File: config.mk
export PLATFORM = sky130hd
export DESIGN_NAME = gst_timer
export DESIGN_NICKNAME = d
export VERILOG_FILES = /design/src/verilog/gst_pkg.sv /design/src/verilog/gst_timer.sv
export VERILOG_INCLUDE_DIRS = /design/src /design/src/verilog
export SDC_FILE = /design/constraint.sdc
export NUM_CORES = 1
export LEC_CHECK = 0
export ABC_AREA = 1
export BUFFER_PORTS_ARGS = -buffer_cell sky130_fd_sc_hd__buf_2
export CORE_MARGIN = 1
export CORE_UTILIZATION = 25
export DETAILED_ROUTE_END_ITERATION = 12
export HOLD_SLACK_MARGIN = 0.1
export REMOVE_ABC_BUFFERS = 1
export SYNTH_ARGS = -nofsm -noshare
export SYNTH_HDL_FRONTEND = slang
export SYNTH_SLANG_ARGS = --single-unit
File: constraint.sdc
create_clock -name pclk -period 1.95 [get_ports pclk]
set_input_delay 0.2925 -clock pclk [delete_from_list [all_inputs] [get_ports pclk]]
set_output_delay 0.2925 -clock pclk [all_outputs]
set_load 0.01 [all_outputs]
File: src/verilog/gst_regs.svh
`ifndef GST_REGS_SVH
`define GST_REGS_SVH
// Byte addresses of the register words.
`define GST_A_CNTL 8'h00
`define GST_A_CNTH 8'h04
`define GST_A_CTRL 8'h08
`define GST_A_GCTL 8'h0C
`define GST_A_CMPL 8'h10
`define GST_A_CMPH 8'h14
`define GST_A_MODE 8'h18
`define GST_A_FLAG 8'h1C
// Counter control fields.
`define GST_C_CS    7:6
`define GST_C_PS    5:4
`define GST_C_OSC   3
`define GST_C_SYNCD 2
`define GST_C_ON    0
`define GST_C_MASK  8'hFD
// Gate control fields.
`define GST_G_GE   7
`define GST_G_POL  6
`define GST_G_TM   5
`define GST_G_SPM  4
`define GST_G_GO   3
`define GST_G_VAL  2
`define GST_G_GSS  1:0
`define GST_G_MASK 8'hFB
// Capture/compare mode and flag fields.
`define GST_M_CAP  0
`define GST_M_CMP  1
`define GST_M_TRIG 2
`define GST_F_OVF  0
`define GST_F_GEV  1
`define GST_F_CEV  2
// Synchronised pin positions.
`define GST_P_EXT  0
`define GST_P_XTAL 1
`define GST_P_SENS 2
`define GST_P_GATE 3
`define GST_P_CMP  4
// Counts and values.
`define GST_INST_TOP 2'h3
`define GST_CNT_MAX  16'hFFFF
`define GST_CNT_ONE  16'h0001
`define GST_RD_NONE  8'h00
`endif

File: src/verilog/gst_pkg.sv
package gst_pkg;
   typedef enum logic [1:0] {
      GST_CS_INST = 2'b00,
      GST_CS_SYS  = 2'b01,
      GST_CS_PIN  = 2'b10,
      GST_CS_SENS = 2'b11
   } gst_clk_src_t;

   typedef enum logic [1:0] {
      GST_GS_PIN  = 2'b00,
      GST_GS_T8   = 2'b01,
      GST_GS_CMP  = 2'b10,
      GST_GS_RSVD = 2'b11
   } gst_gate_src_t;

   typedef struct packed {
      logic cmp;
      logic gate;
      logic sens;
      logic xtal;
      logic ext;
   } gst_pins_t;

   typedef struct packed {
      logic [4:0]  s1;
      logic [4:0]  s2;
      logic [4:0]  s3;
      logic        src_prev;
      logic        fall_seen;
      logic [1:0]  idiv;
      logic [2:0]  presc;
      logic [15:0] cnt;
      logic [7:0]  ctrl;
      logic [7:0]  gctl;
      logic [15:0] ccpr;
      logic [2:0]  mode;
      logic [2:0]  flags;
      logic        gsrc_prev;
      logic        tgl;
      logic        act_prev;
      logic        win;
      logic        gval;
      logic        mprev;
      logic        cev;
      logic        trig;
      logic [31:0] prdata;
      logic        pready;
      logic        pslverr;
   } gst_state_t;
endpackage

File: src/verilog/gst_timer.sv
// Our own choices: the register addresses and the APB slave port.
`timescale 1ns/10ps
`include "gst_regs.svh"
module gst_timer (
   input  wire logic              pclk,
   input  wire logic              presetn,
   input  wire logic              other_rst,
   input  wire logic              psel,
   input  wire logic              penable,
   input  wire logic              pwrite,
   input  wire logic [7:0]        paddr,
   input  wire logic [31:0]       pwdata,
   output logic      [31:0]       prdata,
   output logic                   pready,
   output logic                   pslverr,
   input  wire gst_pkg::gst_pins_t pins,
   input  wire logic              t8_overflow,
   input  wire logic              capture_event,
   output logic                   compare_event,
   output logic                   special_trigger,
   output logic                   osc_enable,
   output logic                   overflow_flag,
   output logic                   gate_event_flag,
   output logic                   gate_state_value
);
   gst_pkg::gst_state_t r;
   gst_pkg::gst_state_t n;
   logic       setup;
   logic       wr;
   logic       wr_lo;
   logic       wr_hi;
   logic       wr_gc;
   logic       wr_cmp;
   logic       hit;
   logic [7:0] rd;
   logic [4:0] stg;
   logic       lvl;
   logic       ext_rise;
   logic       itick;
   logic       ctick;
   logic [2:0] ptop;
   logic       cnt_en;
   logic       inc;
   logic       gsrc;
   logic       gsig;
   logic       act;
   logic       match;
   logic       trig_now;
   logic       on;

   always_comb begin
      n = r;
      n.s1 = pins;
      n.s2 = r.s1;
      n.s3 = r.s2;
      on = r.ctrl[`GST_C_ON];
      // APB: registered answer, one wait-free access phase.
      setup = psel & ~penable;
      wr = psel & penable & pwrite & r.pready;
      wr_lo = wr & (paddr == `GST_A_CNTL);
      wr_hi = wr & (paddr == `GST_A_CNTH);
      wr_gc = wr & (paddr == `GST_A_GCTL);
      wr_cmp = wr & ((paddr == `GST_A_CMPL) | (paddr == `GST_A_CMPH));
      hit = 1'b1;
      rd = `GST_RD_NONE;
      unique case (paddr)
         `GST_A_CNTL: rd = r.cnt[7:0];
         `GST_A_CNTH: rd = r.cnt[15:8];
         `GST_A_CTRL: rd = r.ctrl;
         `GST_A_GCTL: begin
            rd = r.gctl;
            rd[`GST_G_VAL] = r.gval;
         end
         `GST_A_CMPL: rd = r.ccpr[7:0];
         `GST_A_CMPH: rd = r.ccpr[15:8];
         `GST_A_MODE: rd = {5'h00, r.mode};
         `GST_A_FLAG: rd = {5'h00, r.flags};
         default:     hit = 1'b0;
      endcase
      n.pready = setup;
      n.pslverr = setup & ~hit;
      if (setup) begin
         n.prdata = {24'h00_0000, rd};
      end

      // Count clock selection and edge qualification.
      n.idiv = r.idiv + 2'h1;
      itick = (r.idiv == `GST_INST_TOP);
      stg = r.ctrl[`GST_C_SYNCD] ? r.s2 : r.s3;
      if (r.ctrl[`GST_C_CS] == gst_pkg::GST_CS_SENS) begin
         lvl = stg[`GST_P_SENS];
      end else if (r.ctrl[`GST_C_OSC]) begin
         lvl = stg[`GST_P_XTAL];
      end else begin
         lvl = stg[`GST_P_EXT];
      end
      n.src_prev = lvl;
      ext_rise = lvl & ~r.src_prev & r.fall_seen;
      if (!on) begin
         n.fall_seen = 1'b0;
      end else if (!lvl) begin
         n.fall_seen = 1'b1;
      end
      unique case (gst_pkg::gst_clk_src_t'(r.ctrl[`GST_C_CS]))
         gst_pkg::GST_CS_INST: ctick = itick;
         gst_pkg::GST_CS_SYS:  ctick = 1'b1;
         gst_pkg::GST_CS_PIN:  ctick = ext_rise;
         gst_pkg::GST_CS_SENS: ctick = ext_rise;
      endcase

      // Gate path: source, toggle, polarity, single pulse.
      unique case (gst_pkg::gst_gate_src_t'(r.gctl[`GST_G_GSS]))
         gst_pkg::GST_GS_PIN:  gsrc = r.s2[`GST_P_GATE];
         gst_pkg::GST_GS_T8:   gsrc = t8_overflow;
         gst_pkg::GST_GS_CMP:  gsrc = r.s2[`GST_P_CMP];
         gst_pkg::GST_GS_RSVD: gsrc = 1'b0;
      endcase
      n.gsrc_prev = gsrc;
      if (!r.gctl[`GST_G_TM] || !on) begin
         n.tgl = 1'b0;
      end else if (gsrc & ~r.gsrc_prev) begin
         n.tgl = ~r.tgl;
      end
      gsig = r.gctl[`GST_G_TM] ? r.tgl : gsrc;
      act = r.gctl[`GST_G_POL] ? gsig : ~gsig;
      n.act_prev = act;
      if (!r.gctl[`GST_G_SPM] || !on) begin
         n.win = 1'b0;
      end else if (r.win && !act && r.act_prev) begin
         n.win = 1'b0;
         n.gctl[`GST_G_GO] = 1'b0;
      end else if (r.gctl[`GST_G_GO] && act && !r.act_prev) begin
         n.win = 1'b1;
      end
      n.gval = r.gctl[`GST_G_SPM] ? n.win : act;
      if (r.gval && !n.gval) begin
         n.flags[`GST_F_GEV] = 1'b1;
      end

      // Prescaler and counter.
      cnt_en = on & (~r.gctl[`GST_G_GE] | r.gval);
      ptop = 3'((4'h1 << r.ctrl[`GST_C_PS]) - 4'h1);
      inc = 1'b0;
      if (!on) begin
         n.presc = 3'h0;
      end else if (ctick && cnt_en) begin
         if (r.presc >= ptop) begin
            n.presc = 3'h0;
            inc = 1'b1;
         end else begin
            n.presc = r.presc + 3'h1;
         end
      end
      match = r.mode[`GST_M_CMP] & (r.cnt == r.ccpr);
      n.mprev = match;
      trig_now = match & ~r.mprev & r.mode[`GST_M_TRIG];
      n.cev = match & ~r.mprev;
      n.trig = trig_now;
      if (n.cev) begin
         n.flags[`GST_F_CEV] = 1'b1;
      end
      if (trig_now) begin
         n.cnt = 16'h0000;
      end else if (inc) begin
         n.cnt = r.cnt + `GST_CNT_ONE;
         if (r.cnt == `GST_CNT_MAX) begin
            n.flags[`GST_F_OVF] = 1'b1;
         end
      end
      if (r.mode[`GST_M_CAP] && capture_event) begin
         n.ccpr = r.cnt;
      end

      // Software writes win over hardware updates, except compare writes in a compare event, clears of a new flag and counter writes under other_rst.
      if (wr_lo) begin
         n.cnt[7:0] = pwdata[7:0];
      end
      if (wr_hi) begin
         n.cnt[15:8] = pwdata[7:0];
      end
      if (wr && paddr == `GST_A_CTRL) begin
         n.ctrl = pwdata[7:0] & `GST_C_MASK;
      end
      if (wr_gc) begin
         n.gctl = pwdata[7:0] & `GST_G_MASK;
      end
      if (wr && paddr == `GST_A_CMPL && !n.cev) begin
         n.ccpr[7:0] = pwdata[7:0];
      end
      if (wr && paddr == `GST_A_CMPH && !n.cev) begin
         n.ccpr[15:8] = pwdata[7:0];
      end
      if (wr && paddr == `GST_A_MODE) begin
         n.mode = pwdata[2:0];
      end
      if (wr && paddr == `GST_A_FLAG) begin
         // Write one to clear; a flag first set by an event in the same cycle stays set.
         n.flags = n.flags & ~(pwdata[2:0] & ~(n.flags & ~r.flags));
      end
      // Other resets clear the count path but keep control bits.
      if (other_rst) begin
         n.cnt = 16'h0000;
         n.presc = 3'h0;
         n.win = 1'b0;
         n.tgl = 1'b0;
      end
   end

   always_ff @(posedge pclk or negedge presetn) begin
      if (!presetn) begin
         r <= '0;
      end else begin
         r <= n;
      end
   end

   assign prdata = r.prdata;
   assign pready = r.pready;
   assign pslverr = r.pslverr;
   assign compare_event = r.cev;
   assign special_trigger = r.trig;
   assign osc_enable = r.ctrl[`GST_C_OSC];
   assign overflow_flag = r.flags[`GST_F_OVF];
   assign gate_event_flag = r.flags[`GST_F_GEV];
   assign gate_state_value = r.gval;
endmodule // gst_timer

After elaboration in Yosys (flattened, before gate mapping)
Index checks and enable logic that the tools add are counted.
Word-level totals
  bits of input ports: 53
  word-level logic and storage cells: 159
  output and inout bits: 40
  bits in registers: 90
Cells by class
  bitwise logic cells: 30
  muxes and demuxes: 42
  add/subtract/negate cells: 4
  reductions and logical operators: 35
  equal/unequal tests: 19
  $lt $le $gt $ge: 1
  shift-type cells: 1
Operator list (count)
  $pmux 8 s8: 1
  $mux 16: 3
  $eq 8x5->1 const B: 4
  $mux 8: 4
  $mux 1: 25
  $mux 19: 1
  $add 16x1->16 const B: 1
  $eq 16x16->1: 1
  $eq 16x16->1 const B: 1
  $eq 8x4->1 const B: 2
  $and 1x1->1: 15
  $mux 3: 5
  $logic_and 1x1->1: 14
  $eq 2x2->1 const B: 5
  $and 3x3->3: 3
  $not 3->3: 3
  $eq 8x3->1 const B: 1
  $logic_not 8->1: 1
  $not 1->1: 8
  $reduce_bool 4->1: 2
  $reduce_or 8->1: 1
  $logic_not 1->1: 7
  $reduce_bool 2->1: 3
  $eq 2x1->1 const B: 2
  16 further kinds: 19

Logic depth before layout (Yosys ltp)
Gate-level depths: netlist of the first run.
  depth after elaboration: 20
  depth in mapped cells: 15
  gate-level depth less buffers: 13

Least setup slack after synthesis of the first run
Ideal clock, no wire load.
  path kind: register to register
  start: register r[76] (netlist bit)
  end: register r[80] (netlist bit)
  path buffers: 2
  cell stages (with the launch flop): 10
  clock period less this slack: 1818 ps
  arrival: 1700 ps
  setup slack: 132 ps
  required time: 1832 ps
  setup time: 118 ps
  cell sequence: dfrtp_1 or2_2 ha_1 nand3_1 o211ai_1 nand3_1 buf_4 buf_2 nand4_1 nand2_1
Between the ends
  longest elaborated chain between the ends: 7
RTL lines
  start: declaration: line gst_timer.sv:26  | gst_pkg::gst_state_t r;
  start signal: assignment: line gst_timer.sv:213  | r <= n;
  $shl 1x2->3: line gst_timer.sv:142  | ptop = 3'((4'h1 << r.ctrl[`GST_C_PS]) - 4'h1);
  $sub 3x1->3: line gst_timer.sv:142
  $ge 3x3->1: line gst_timer.sv:147  | if (r.presc >= ptop) begin
  $mux 1: line gst_timer.sv:147
  $mux 1: line gst_timer.sv:146  | end else if (ctick && cnt_en) begin
  $mux 1: line gst_timer.sv:144  | if (!on) begin
  $reduce_bool 4->1 (no line)
Every way passes these cells.
A chain may end at the register's enable or synchronous reset.

Worst setup path after layout of the first run
  start: register r[76] (netlist bit)
  end: register r[93] (netlist bit)
The elaborated chain is that of the path after synthesis.

==> results of run 1 <==
where the power goes:
group	total [W]	switching [W]	internal, W
Combinational	0.000304	0.000206	0.0000975
Clock	0.00170	0.000824	0.000876
Sequential	0.00193	0.0000286	0.00190
Total	0.00393	0.00106	0.00287
flip-flops by register name, summed over array words and instances, names as in the netlist:
signal and cells:
prdata 8, osc_enable 1, n 10, pready 1, compare_event 1, gate_event_flag 1
overflow_flag 1, special_trigger 1, pslverr 1, gate_state_value 1, on 1, r 63
per-layer routing:
layer,global-route usage,vias up,wire length (µm)
li1,-,2551,-
met1,0.221,2403,7930
met2,0.236,171,7390
met3,0.0306,25,1100
met4,0.0586,2,413
met5,0,-,10
stage by stage:
stage	hold WS, ps	area, µm²
global route	206	6630
CTS	188	6530
global placement	334	6170
detailed placement	337	6170
finish	195	6640
floorplan	-3.09	5220
final cells by class:
type                    instances  share of cell area
diodes                          2            0.000754
clock buffers                   9              0.0339
clock inverters                 6             0.00754
inverters                     115              0.0656
multi-input cells             521               0.394
flip-flops and latches         90               0.340
well taps                     275              0.0519
repair buffers                100               0.106
logic make-up after synthesis:
kind of cell    count (synthesis)  synth area share
compound gates                 81            0.0849
xor+xnor                        9            0.0144
fa+ha+maj                       6            0.0137
buf+inv                       165             0.143
flops                          90             0.411
mux                             2           0.00411
other cells                     1          0.000684
simple gates                  399             0.328
cells in the final DEF (no fill, tap or decap), types with 3 or more instances in the layout:
cell type	n
o21ai_0	39
o21ai_1	4
nand3_1	88
nand4_1	26
buf_12	3
ha_4	3
nor2_4	3
ha_1	3
dfrtp_2	5
xor2_1	9
o2111ai_1	6
nand2_1	215
inv_2	12
o22ai_1	13
buf_4	46
inv_1	102
buf_2	43
nand2_2	5
clkbuf_16	9
dfrtp_1	85
nor2_2	3
nand3_4	5
dlygate4sd3_1	6
conb_1	24
nor2_1	34
o211ai_1	4
a21oi_1	11
nor3_1	10
synthesized netlist by cell type, types with 2 or more instances:
cell type  number  area share
a21oi_1        11       0.010
buf_6           4      0.0082
nor2_4          2      0.0041
o2111ai_1       6      0.0096
nor4_1          2      0.0023
nor3_1         10      0.0091
buf_4          35       0.048
nand3_4         3      0.0096
o22ai_1        13       0.015
ha_1            6       0.014
inv_1         106       0.073
nand2_2         3      0.0034
mux2_2          2      0.0041
o211ai_1        4      0.0055
buf_2           4      0.0036
inv_2           9      0.0062
nand3_2         2      0.0036
or2_2           2      0.0023
o21ai_0        40       0.036
nand2_1       218        0.15
a21boi_0        2      0.0027
nand3_1        88       0.080
nand4_1        26       0.030
xor2_1          9       0.014
o21ai_1         3      0.0027
clkbuf_1        6      0.0041
dfrtp_1        90        0.41
nor2_1         37       0.025
final timing paths:
path	from	endpoint	slack [ps]	cells after the start
setup / recovery	r[76]	r[93]	70	10
hold / removal	other_rst	r[38]	200	2
setup reg to reg	r[76]	r[93]	70	10
hold reg to reg	n[111]	n[106]	350	0
max in group asynchronous	presetn	r[58]	1010	3
min in group asynchronous	presetn	r[99]	540	3
critical path, delay by kind of cell, from the launching register on:
| family | cells | cell delay [ps] |
|---|---|---|
| AOI/OAI and AO/OA | 1 | 230 |
| adders and majority gates | 1 | 270 |
| buffers and inverters | 3 | 460 |
| DFF | 1 | 360 |
| and+or+nand+nor | 5 | 430 |
timing repair:
action	in CTS	in global routing
gates resized for setup	3	23
hold buffers	6	0
hold endpoints to repair	95	0
setup endpoints to repair	16	33
pin swaps	2	4
gates cloned	0	0
setup buffers	1	3
==> impl_metrics.xml, run 1 <==
<?xml version="1.0" encoding="UTF-8"?>
<metrics>
  <group name="synthesis">
    <metric name="synth_cells" unit="">753</metric>
    <metric name="synth-edff-count" unit="">0</metric>
    <metric name="post_synth_num_cell_types" unit="">38</metric>
    <metric name="ys_dominant_reg_cell" unit="">dfrtp_1</metric>
    <metric name="synth_area" unit="mm²">0.00549</metric>
    <metric name="post_synthesis_mean_instance_area" unit="µm²">7.28</metric>
    <metric name="synthesis.yosys.warnings" unit="">0</metric>
    <metric name="ys_seq_area_frac" unit="">0.411</metric>
    <metric name="number_of_register_bits_inferred_by_synthesis" unit="">90</metric>
    <metric name="postSynth.asyncResetShare" unit="">1.00</metric>
  </group>
  <group name="worst_setup_path">
    <metric name="worst_ep_required_time" unit="ps">2190</metric>
    <metric name="timing.critical_path.fanout_max" unit="">9</metric>
    <metric name="critPathKind" unit="">reg2reg</metric>
    <metric name="chain_of_cells_forming_the_critical_path" unit="">buf_4 -&gt; nand2_2 -&gt; ha_4 -&gt; nand2_1 -&gt; o211ai_1 -&gt; nand3_1 -&gt; buf_12 -&gt; buf_6 -&gt; nand4_1 -&gt; nand2_1</metric>
    <metric name="critPathCaptureType" unit="">flip-flop</metric>
    <metric name="timing.critical_path.from_type" unit="">flip-flop</metric>
    <metric name="crit_path_max_incr_delay" unit="ps">360</metric>
    <metric name="crit_slowest_cell" unit="">dfrtp_1</metric>
    <metric name="timing.critical_path.mode_cell" unit="">nand2_1</metric>
    <metric name="cp_data_arrival_time" unit="ps">2120</metric>
  </group>
  <group name="hold_path">
    <metric name="hold_path_class" unit="">in2reg</metric>
  </group>
  <group name="die">
    <metric name="chipWidth" unit="µm">150</metric>
    <metric name="initial_utilization" unit="">0.258</metric>
    <metric name="top_level_ports" unit="">93</metric>
    <metric name="die_height" unit="µm">150</metric>
    <metric name="placementRows" unit="">53</metric>
    <metric name="die_area" unit="mm²">0.0225</metric>
    <metric name="core_area" unit="mm²">0.0213</metric>
  </group>
  <group name="timing">
    <metric name="tns_setup" unit="ps">0</metric>
    <metric name="timing.final.hold_violations" unit="">0</metric>
    <metric name="postLayoutSetupSlackWorst" unit="ps">74.8</metric>
    <metric name="tightestPinTransition" unit="ps">600</metric>
    <metric name="report.final.setup_viol" unit="">0</metric>
    <metric name="max_slew_margin" unit="">0.599</metric>
    <metric name="clock_skew" unit="ps">8.95</metric>
    <metric name="finalCriticalPeriod" unit="ps">1880</metric>
    <metric name="final.period_utilization" unit="">0.962</metric>
    <metric name="unrepaired_setup_endpoints_after_global_routing" unit="">yes</metric>
    <metric name="achievable-frequency" unit="GHz">0.533</metric>
    <metric name="slew_viol_final" unit="">0</metric>
  </group>
  <group name="clock_network">
    <metric name="cts.sink_count" unit="">90</metric>
    <metric name="clk-insertion-delay-late" unit="ps">360</metric>
    <metric name="clockRootBuffer" unit="">clkbuf_16</metric>
    <metric name="htree_levels" unit="">3</metric>
    <metric name="clk_pin_slew_worst_paths" unit="ps">70</metric>
    <metric name="cts_tree" unit="">yes</metric>
    <metric name="ctsLongestPathBuffers" unit="">2</metric>
    <metric name="clock_buffers_created_by_tritoncts" unit="">9</metric>
  </group>
  <group name="global_routing">
    <metric name="grt_use_total" unit="">0.157</metric>
    <metric name="grt_start_max_net_pins" unit="">91</metric>
    <metric name="grt_pass1_wl" unit="µm">26300</metric>
    <metric name="grt_pass1_vias" unit="">4722</metric>
    <metric name="global_route.overflow_total" unit="">0</metric>
    <metric name="number_of_antenna_violations_at_the_first_check_in_global_routing" unit="">2</metric>
  </group>
  <group name="final_layout">
    <metric name="finalNetCount" unit="">896</metric>
    <metric name="areaGrowthSynthToFinish" unit="%">21.0</metric>
    <metric name="fill_cell_instance_count_of_the_final_layout" unit="">2263</metric>
    <metric name="final_cells" unit="">1118</metric>
    <metric name="layout_cells_sized_above_1" unit="">0.182</metric>
    <metric name="seq_area" unit="mm²">0.00226</metric>
    <metric name="multi_input_comb_area" unit="mm²">0.00261</metric>
    <metric name="utilization" unit="">0.312</metric>
  </group>
  <group name="power_and_ir_drop">
    <metric name="irDropWorstVdd" unit="µV">399</metric>
    <metric name="power-per-cell-area" unit="mW/mm²">592</metric>
    <metric name="static-leakage-power" unit="nW">3.48</metric>
    <metric name="finalPower" unit="W">0.00393</metric>
  </group>
  <group name="run_status">
    <metric name="outcome" unit="">complete, no violations</metric>
  </group>
  <group name="route">
    <metric name="wirelength" unit="µm">16800</metric>
    <metric name="vias_per_cell" unit="">4.61</metric>
    <metric name="total_number_of_vias" unit="">5152</metric>
    <metric name="remaining_drc_errors" unit="">0</metric>
    <metric name="wl_per_cell" unit="µm">15.1</metric>
    <metric name="drt_pass1_iterations" unit="">5</metric>
    <metric name="drt_iter0_drc" unit="">495</metric>
    <metric name="final_antenna_net_count" unit="">0</metric>
  </group>
  <group name="placement">
    <metric name="place_ws" unit="ps">-25.3</metric>
    <metric name="gp_congestion" unit="">0.907</metric>
    <metric name="placed_cells_incl_taps" unit="">1091</metric>
    <metric name="place.detailed.hpwl" unit="µm">12600</metric>
    <metric name="numPortBuffers" unit="">44</metric>
  </group>
  <group name="run">
    <metric name="maxCapViolations" unit="">0</metric>
  </group>
</metrics>
(Power assumes the default switching activity.)
==> inputs of run 2 (changes only) <==
==> constraint.sdc (replaced) <==
create_clock -name pclk -period 2.2 [get_ports pclk]
set_input_delay 0.33 -clock pclk [delete_from_list [all_inputs] [get_ports pclk]]
set_output_delay 0.33 -clock pclk [all_outputs]
set_load 0.01 [all_outputs]
==> run 2 against run 1 <==
First-iteration DRC count fell by 10%. Clock-buffer cell count did not move. Clock skew fell by 1.7 ps. Die area did not move. Clock power fell by 4%. Setup slack improved by 120 ps. Power fell by 8.2%. Via count fell by 1.9%. Register-to-register slack improved by 120 ps. Critical path depth fell by 1. Core utilization fell by 0.86 points. Largest power group unchanged.
==> impl_metrics.xml, run 2 (synthesis gave the netlist of run 1 again) <==
<?xml version="1.0" encoding="UTF-8"?>
<metrics>
  <group name="timing">
    <metric name="max_slew_margin" unit="">0.621</metric>
    <metric name="final.period_utilization" unit="">0.910</metric>
    <metric name="finalCriticalPeriod" unit="ps">2000</metric>
    <metric name="clock_skew" unit="ps">7.26</metric>
    <metric name="unrepaired_setup_endpoints_after_global_routing" unit="">no</metric>
    <metric name="slew_viol_final" unit="">0</metric>
    <metric name="timing.final.hold_violations" unit="">0</metric>
    <metric name="report.final.setup_viol" unit="">0</metric>
    <metric name="achievable-frequency" unit="GHz">0.500</metric>
    <metric name="tightestPinTransition" unit="ps">567</metric>
    <metric name="tns_setup" unit="ps">0</metric>
  </group>
  <group name="final_layout">
    <metric name="layout_cells_sized_above_1" unit="">0.146</metric>
    <metric name="max_flop_register" unit="">r</metric>
    <metric name="areaGrowthSynthToFinish" unit="%">17.6</metric>
    <metric name="multi_input_comb_area" unit="mm²">0.00253</metric>
    <metric name="fill_cell_instance_count_of_the_final_layout" unit="">2337</metric>
    <metric name="mostFrequentLayoutCells" unit="">nand2_1, inv_1, dfrtp_1, nand3_1, buf_2</metric>
    <metric name="layout.cells.most_common" unit="">nand2_1</metric>
    <metric name="post-route-cell-area" unit="mm²">0.00645</metric>
    <metric name="finalNetCount" unit="">881</metric>
    <metric name="utilization" unit="">0.303</metric>
    <metric name="n_antenna_cell" unit="">0</metric>
    <metric name="seq_area" unit="mm²">0.00225</metric>
    <metric name="largest_register_ff_count" unit="">63</metric>
  </group>
  <group name="worst_setup_path">
    <metric name="critPathKind" unit="">reg2reg</metric>
    <metric name="critPathCaptureType" unit="">flip-flop</metric>
    <metric name="critPathLaunch" unit="">r[76]</metric>
    <metric name="cp_data_arrival_time" unit="ps">2250</metric>
    <metric name="timing.critical_path.fanout_max" unit="">14</metric>
    <metric name="timing.critical_path.from_type" unit="">flip-flop</metric>
    <metric name="timing.rr.start" unit="">r[76]</metric>
    <metric name="worst_ep_required_time" unit="ps">2450</metric>
  </group>
  <group name="route">
    <metric name="total_number_of_vias" unit="">5053</metric>
    <metric name="vias_per_cell" unit="">4.59</metric>
    <metric name="drt_iter0_drc" unit="">444</metric>
    <metric name="drt_pass1_iterations" unit="">5</metric>
    <metric name="remaining_drc_errors" unit="">0</metric>
    <metric name="final_antenna_net_count" unit="">0</metric>
    <metric name="wirelength" unit="µm">16500</metric>
    <metric name="wl_per_cell" unit="µm">15.0</metric>
  </group>
  <group name="hold_path">
    <metric name="start_point_of_the_worst_hold_path" unit="">t8_overflow</metric>
    <metric name="hold_path_class" unit="">in2reg</metric>
  </group>
  <group name="clock_network">
    <metric name="post_cts_buffers" unit="">0</metric>
    <metric name="htree_levels" unit="">3</metric>
    <metric name="clock_buffers_created_by_tritoncts" unit="">9</metric>
    <metric name="clk_pin_slew_worst_paths" unit="ps">70</metric>
    <metric name="clockRootBuffer" unit="">clkbuf_16</metric>
    <metric name="ctsLongestPathBuffers" unit="">2</metric>
    <metric name="cts.sink_count" unit="">90</metric>
    <metric name="clk-insertion-delay-late" unit="ps">360</metric>
    <metric name="cts_tree" unit="">yes</metric>
  </group>
  <group name="power_and_ir_drop">
    <metric name="static-leakage-power" unit="nW">3.43</metric>
    <metric name="power-per-cell-area" unit="mW/mm²">559</metric>
    <metric name="irDropWorstVdd" unit="µV">374</metric>
  </group>
  <group name="global_routing">
    <metric name="number_of_antenna_violations_at_the_first_check_in_global_routing" unit="">2</metric>
    <metric name="grt_pass1_vias" unit="">4735</metric>
    <metric name="grt_pass1_wl" unit="µm">26100</metric>
    <metric name="grt_use_total" unit="">0.155</metric>
    <metric name="grt_start_max_net_pins" unit="">50</metric>
    <metric name="global_route.overflow_total" unit="">0</metric>
  </group>
  <group name="placement">
    <metric name="gp_congestion" unit="">0.909</metric>
    <metric name="placed_area" unit="mm²">0.00608</metric>
    <metric name="place.detailed.hpwl" unit="µm">12600</metric>
    <metric name="numPortBuffers" unit="">44</metric>
  </group>
  <group name="die">
    <metric name="initial_utilization" unit="">0.258</metric>
    <metric name="die_area" unit="mm²">0.0225</metric>
    <metric name="placementRows" unit="">53</metric>
    <metric name="core_area" unit="mm²">0.0213</metric>
    <metric name="die_height" unit="µm">150</metric>
    <metric name="chipWidth" unit="µm">150</metric>
    <metric name="top_level_ports" unit="">93</metric>
  </group>
  <group name="run">
    <metric name="maxCapViolations" unit="">0</metric>
  </group>
  <group name="run_status">
    <metric name="outcome" unit="">complete, no violations</metric>
  </group>
</metrics>
==> run 2: changes by cell type in the layout (fill, tap and decap cells not counted), sizes merged <==
cell,before,now
clkinvlp,2,0
inv,117,119
bufinv,0,1
buf,94,79
diode,2,0
==> run 2: metrics by stage <==
step           instances  hold WS (ps)  setup slack (ps)  total power [W]
5_1_grt             1102           229              39.1          0.00375
6_report            1102           214               199          0.00361
4_1_cts             1102           215               199          0.00363
3_3_place_gp        1080           233               235          0.00199
3_5_place_dp        1080           237               205          0.00200
2_1_floorplan        726          34.4               137          0.00185
==> run 2: cell type report <==
type,count,area share
clock buffers,9,0.0349
clock inverters,7,0.0126
inverters,115,0.0669
multi-input cells,521,0.393
flip-flops and latches,90,0.349
well taps,275,0.0533
repair buffers,85,0.0904
==> run 2: repair_timing <==
item                                   4_1_cts  5_1_grt
hold buffers                                 6        0
gates resized for setup                      0        0
endpoints found under the hold margin       21        0
==> run 2: per-layer routing <==
metal  vias up  share of wire  track usage
li1       2516              -            -
met1      2351           0.47        0.211
met2       154           0.44        0.238
met3        28          0.059       0.0352
met4         4          0.026       0.0586
met5         -         0.0014            0
==> run 2: path summary, 6_finish.rpt <==
| path | end | slack (ps) | cells past startpoint |
|---|---|---|---|
| hold reg to reg | n[106] | 350 | 0 |
| max in group asynchronous | prdata[4] | 1120 | 3 |
| setup reg to reg | r[80] | 200 | 9 |
| min in group asynchronous | n[112] | 400 | 2 |
| hold / removal | r[41] | 210 | 3 |
| setup / recovery | r[80] | 200 | 9 |
==> run 2: power by group <==
part	leakage, nW	internal, W	total, W	switching, W
sequential	1.17	0.00168	0.00170	0.0000227
clock	0.153	0.000902	0.00164	0.000735
combinational	2.11	0.0000837	0.000267	0.000183
total	3.43	0.00267	0.00361	0.000940
==> run 2: worst max-delay path, cell delays in order (launching register included) <==
cell and delay (ps):
dfrtp_1 410, or2_2 310, ha_1 270, nand3_1 80, o211ai_1 110, nand3_1 150
buf_12 160, nand3_2 200, nand3_1 150, nand2_1 60
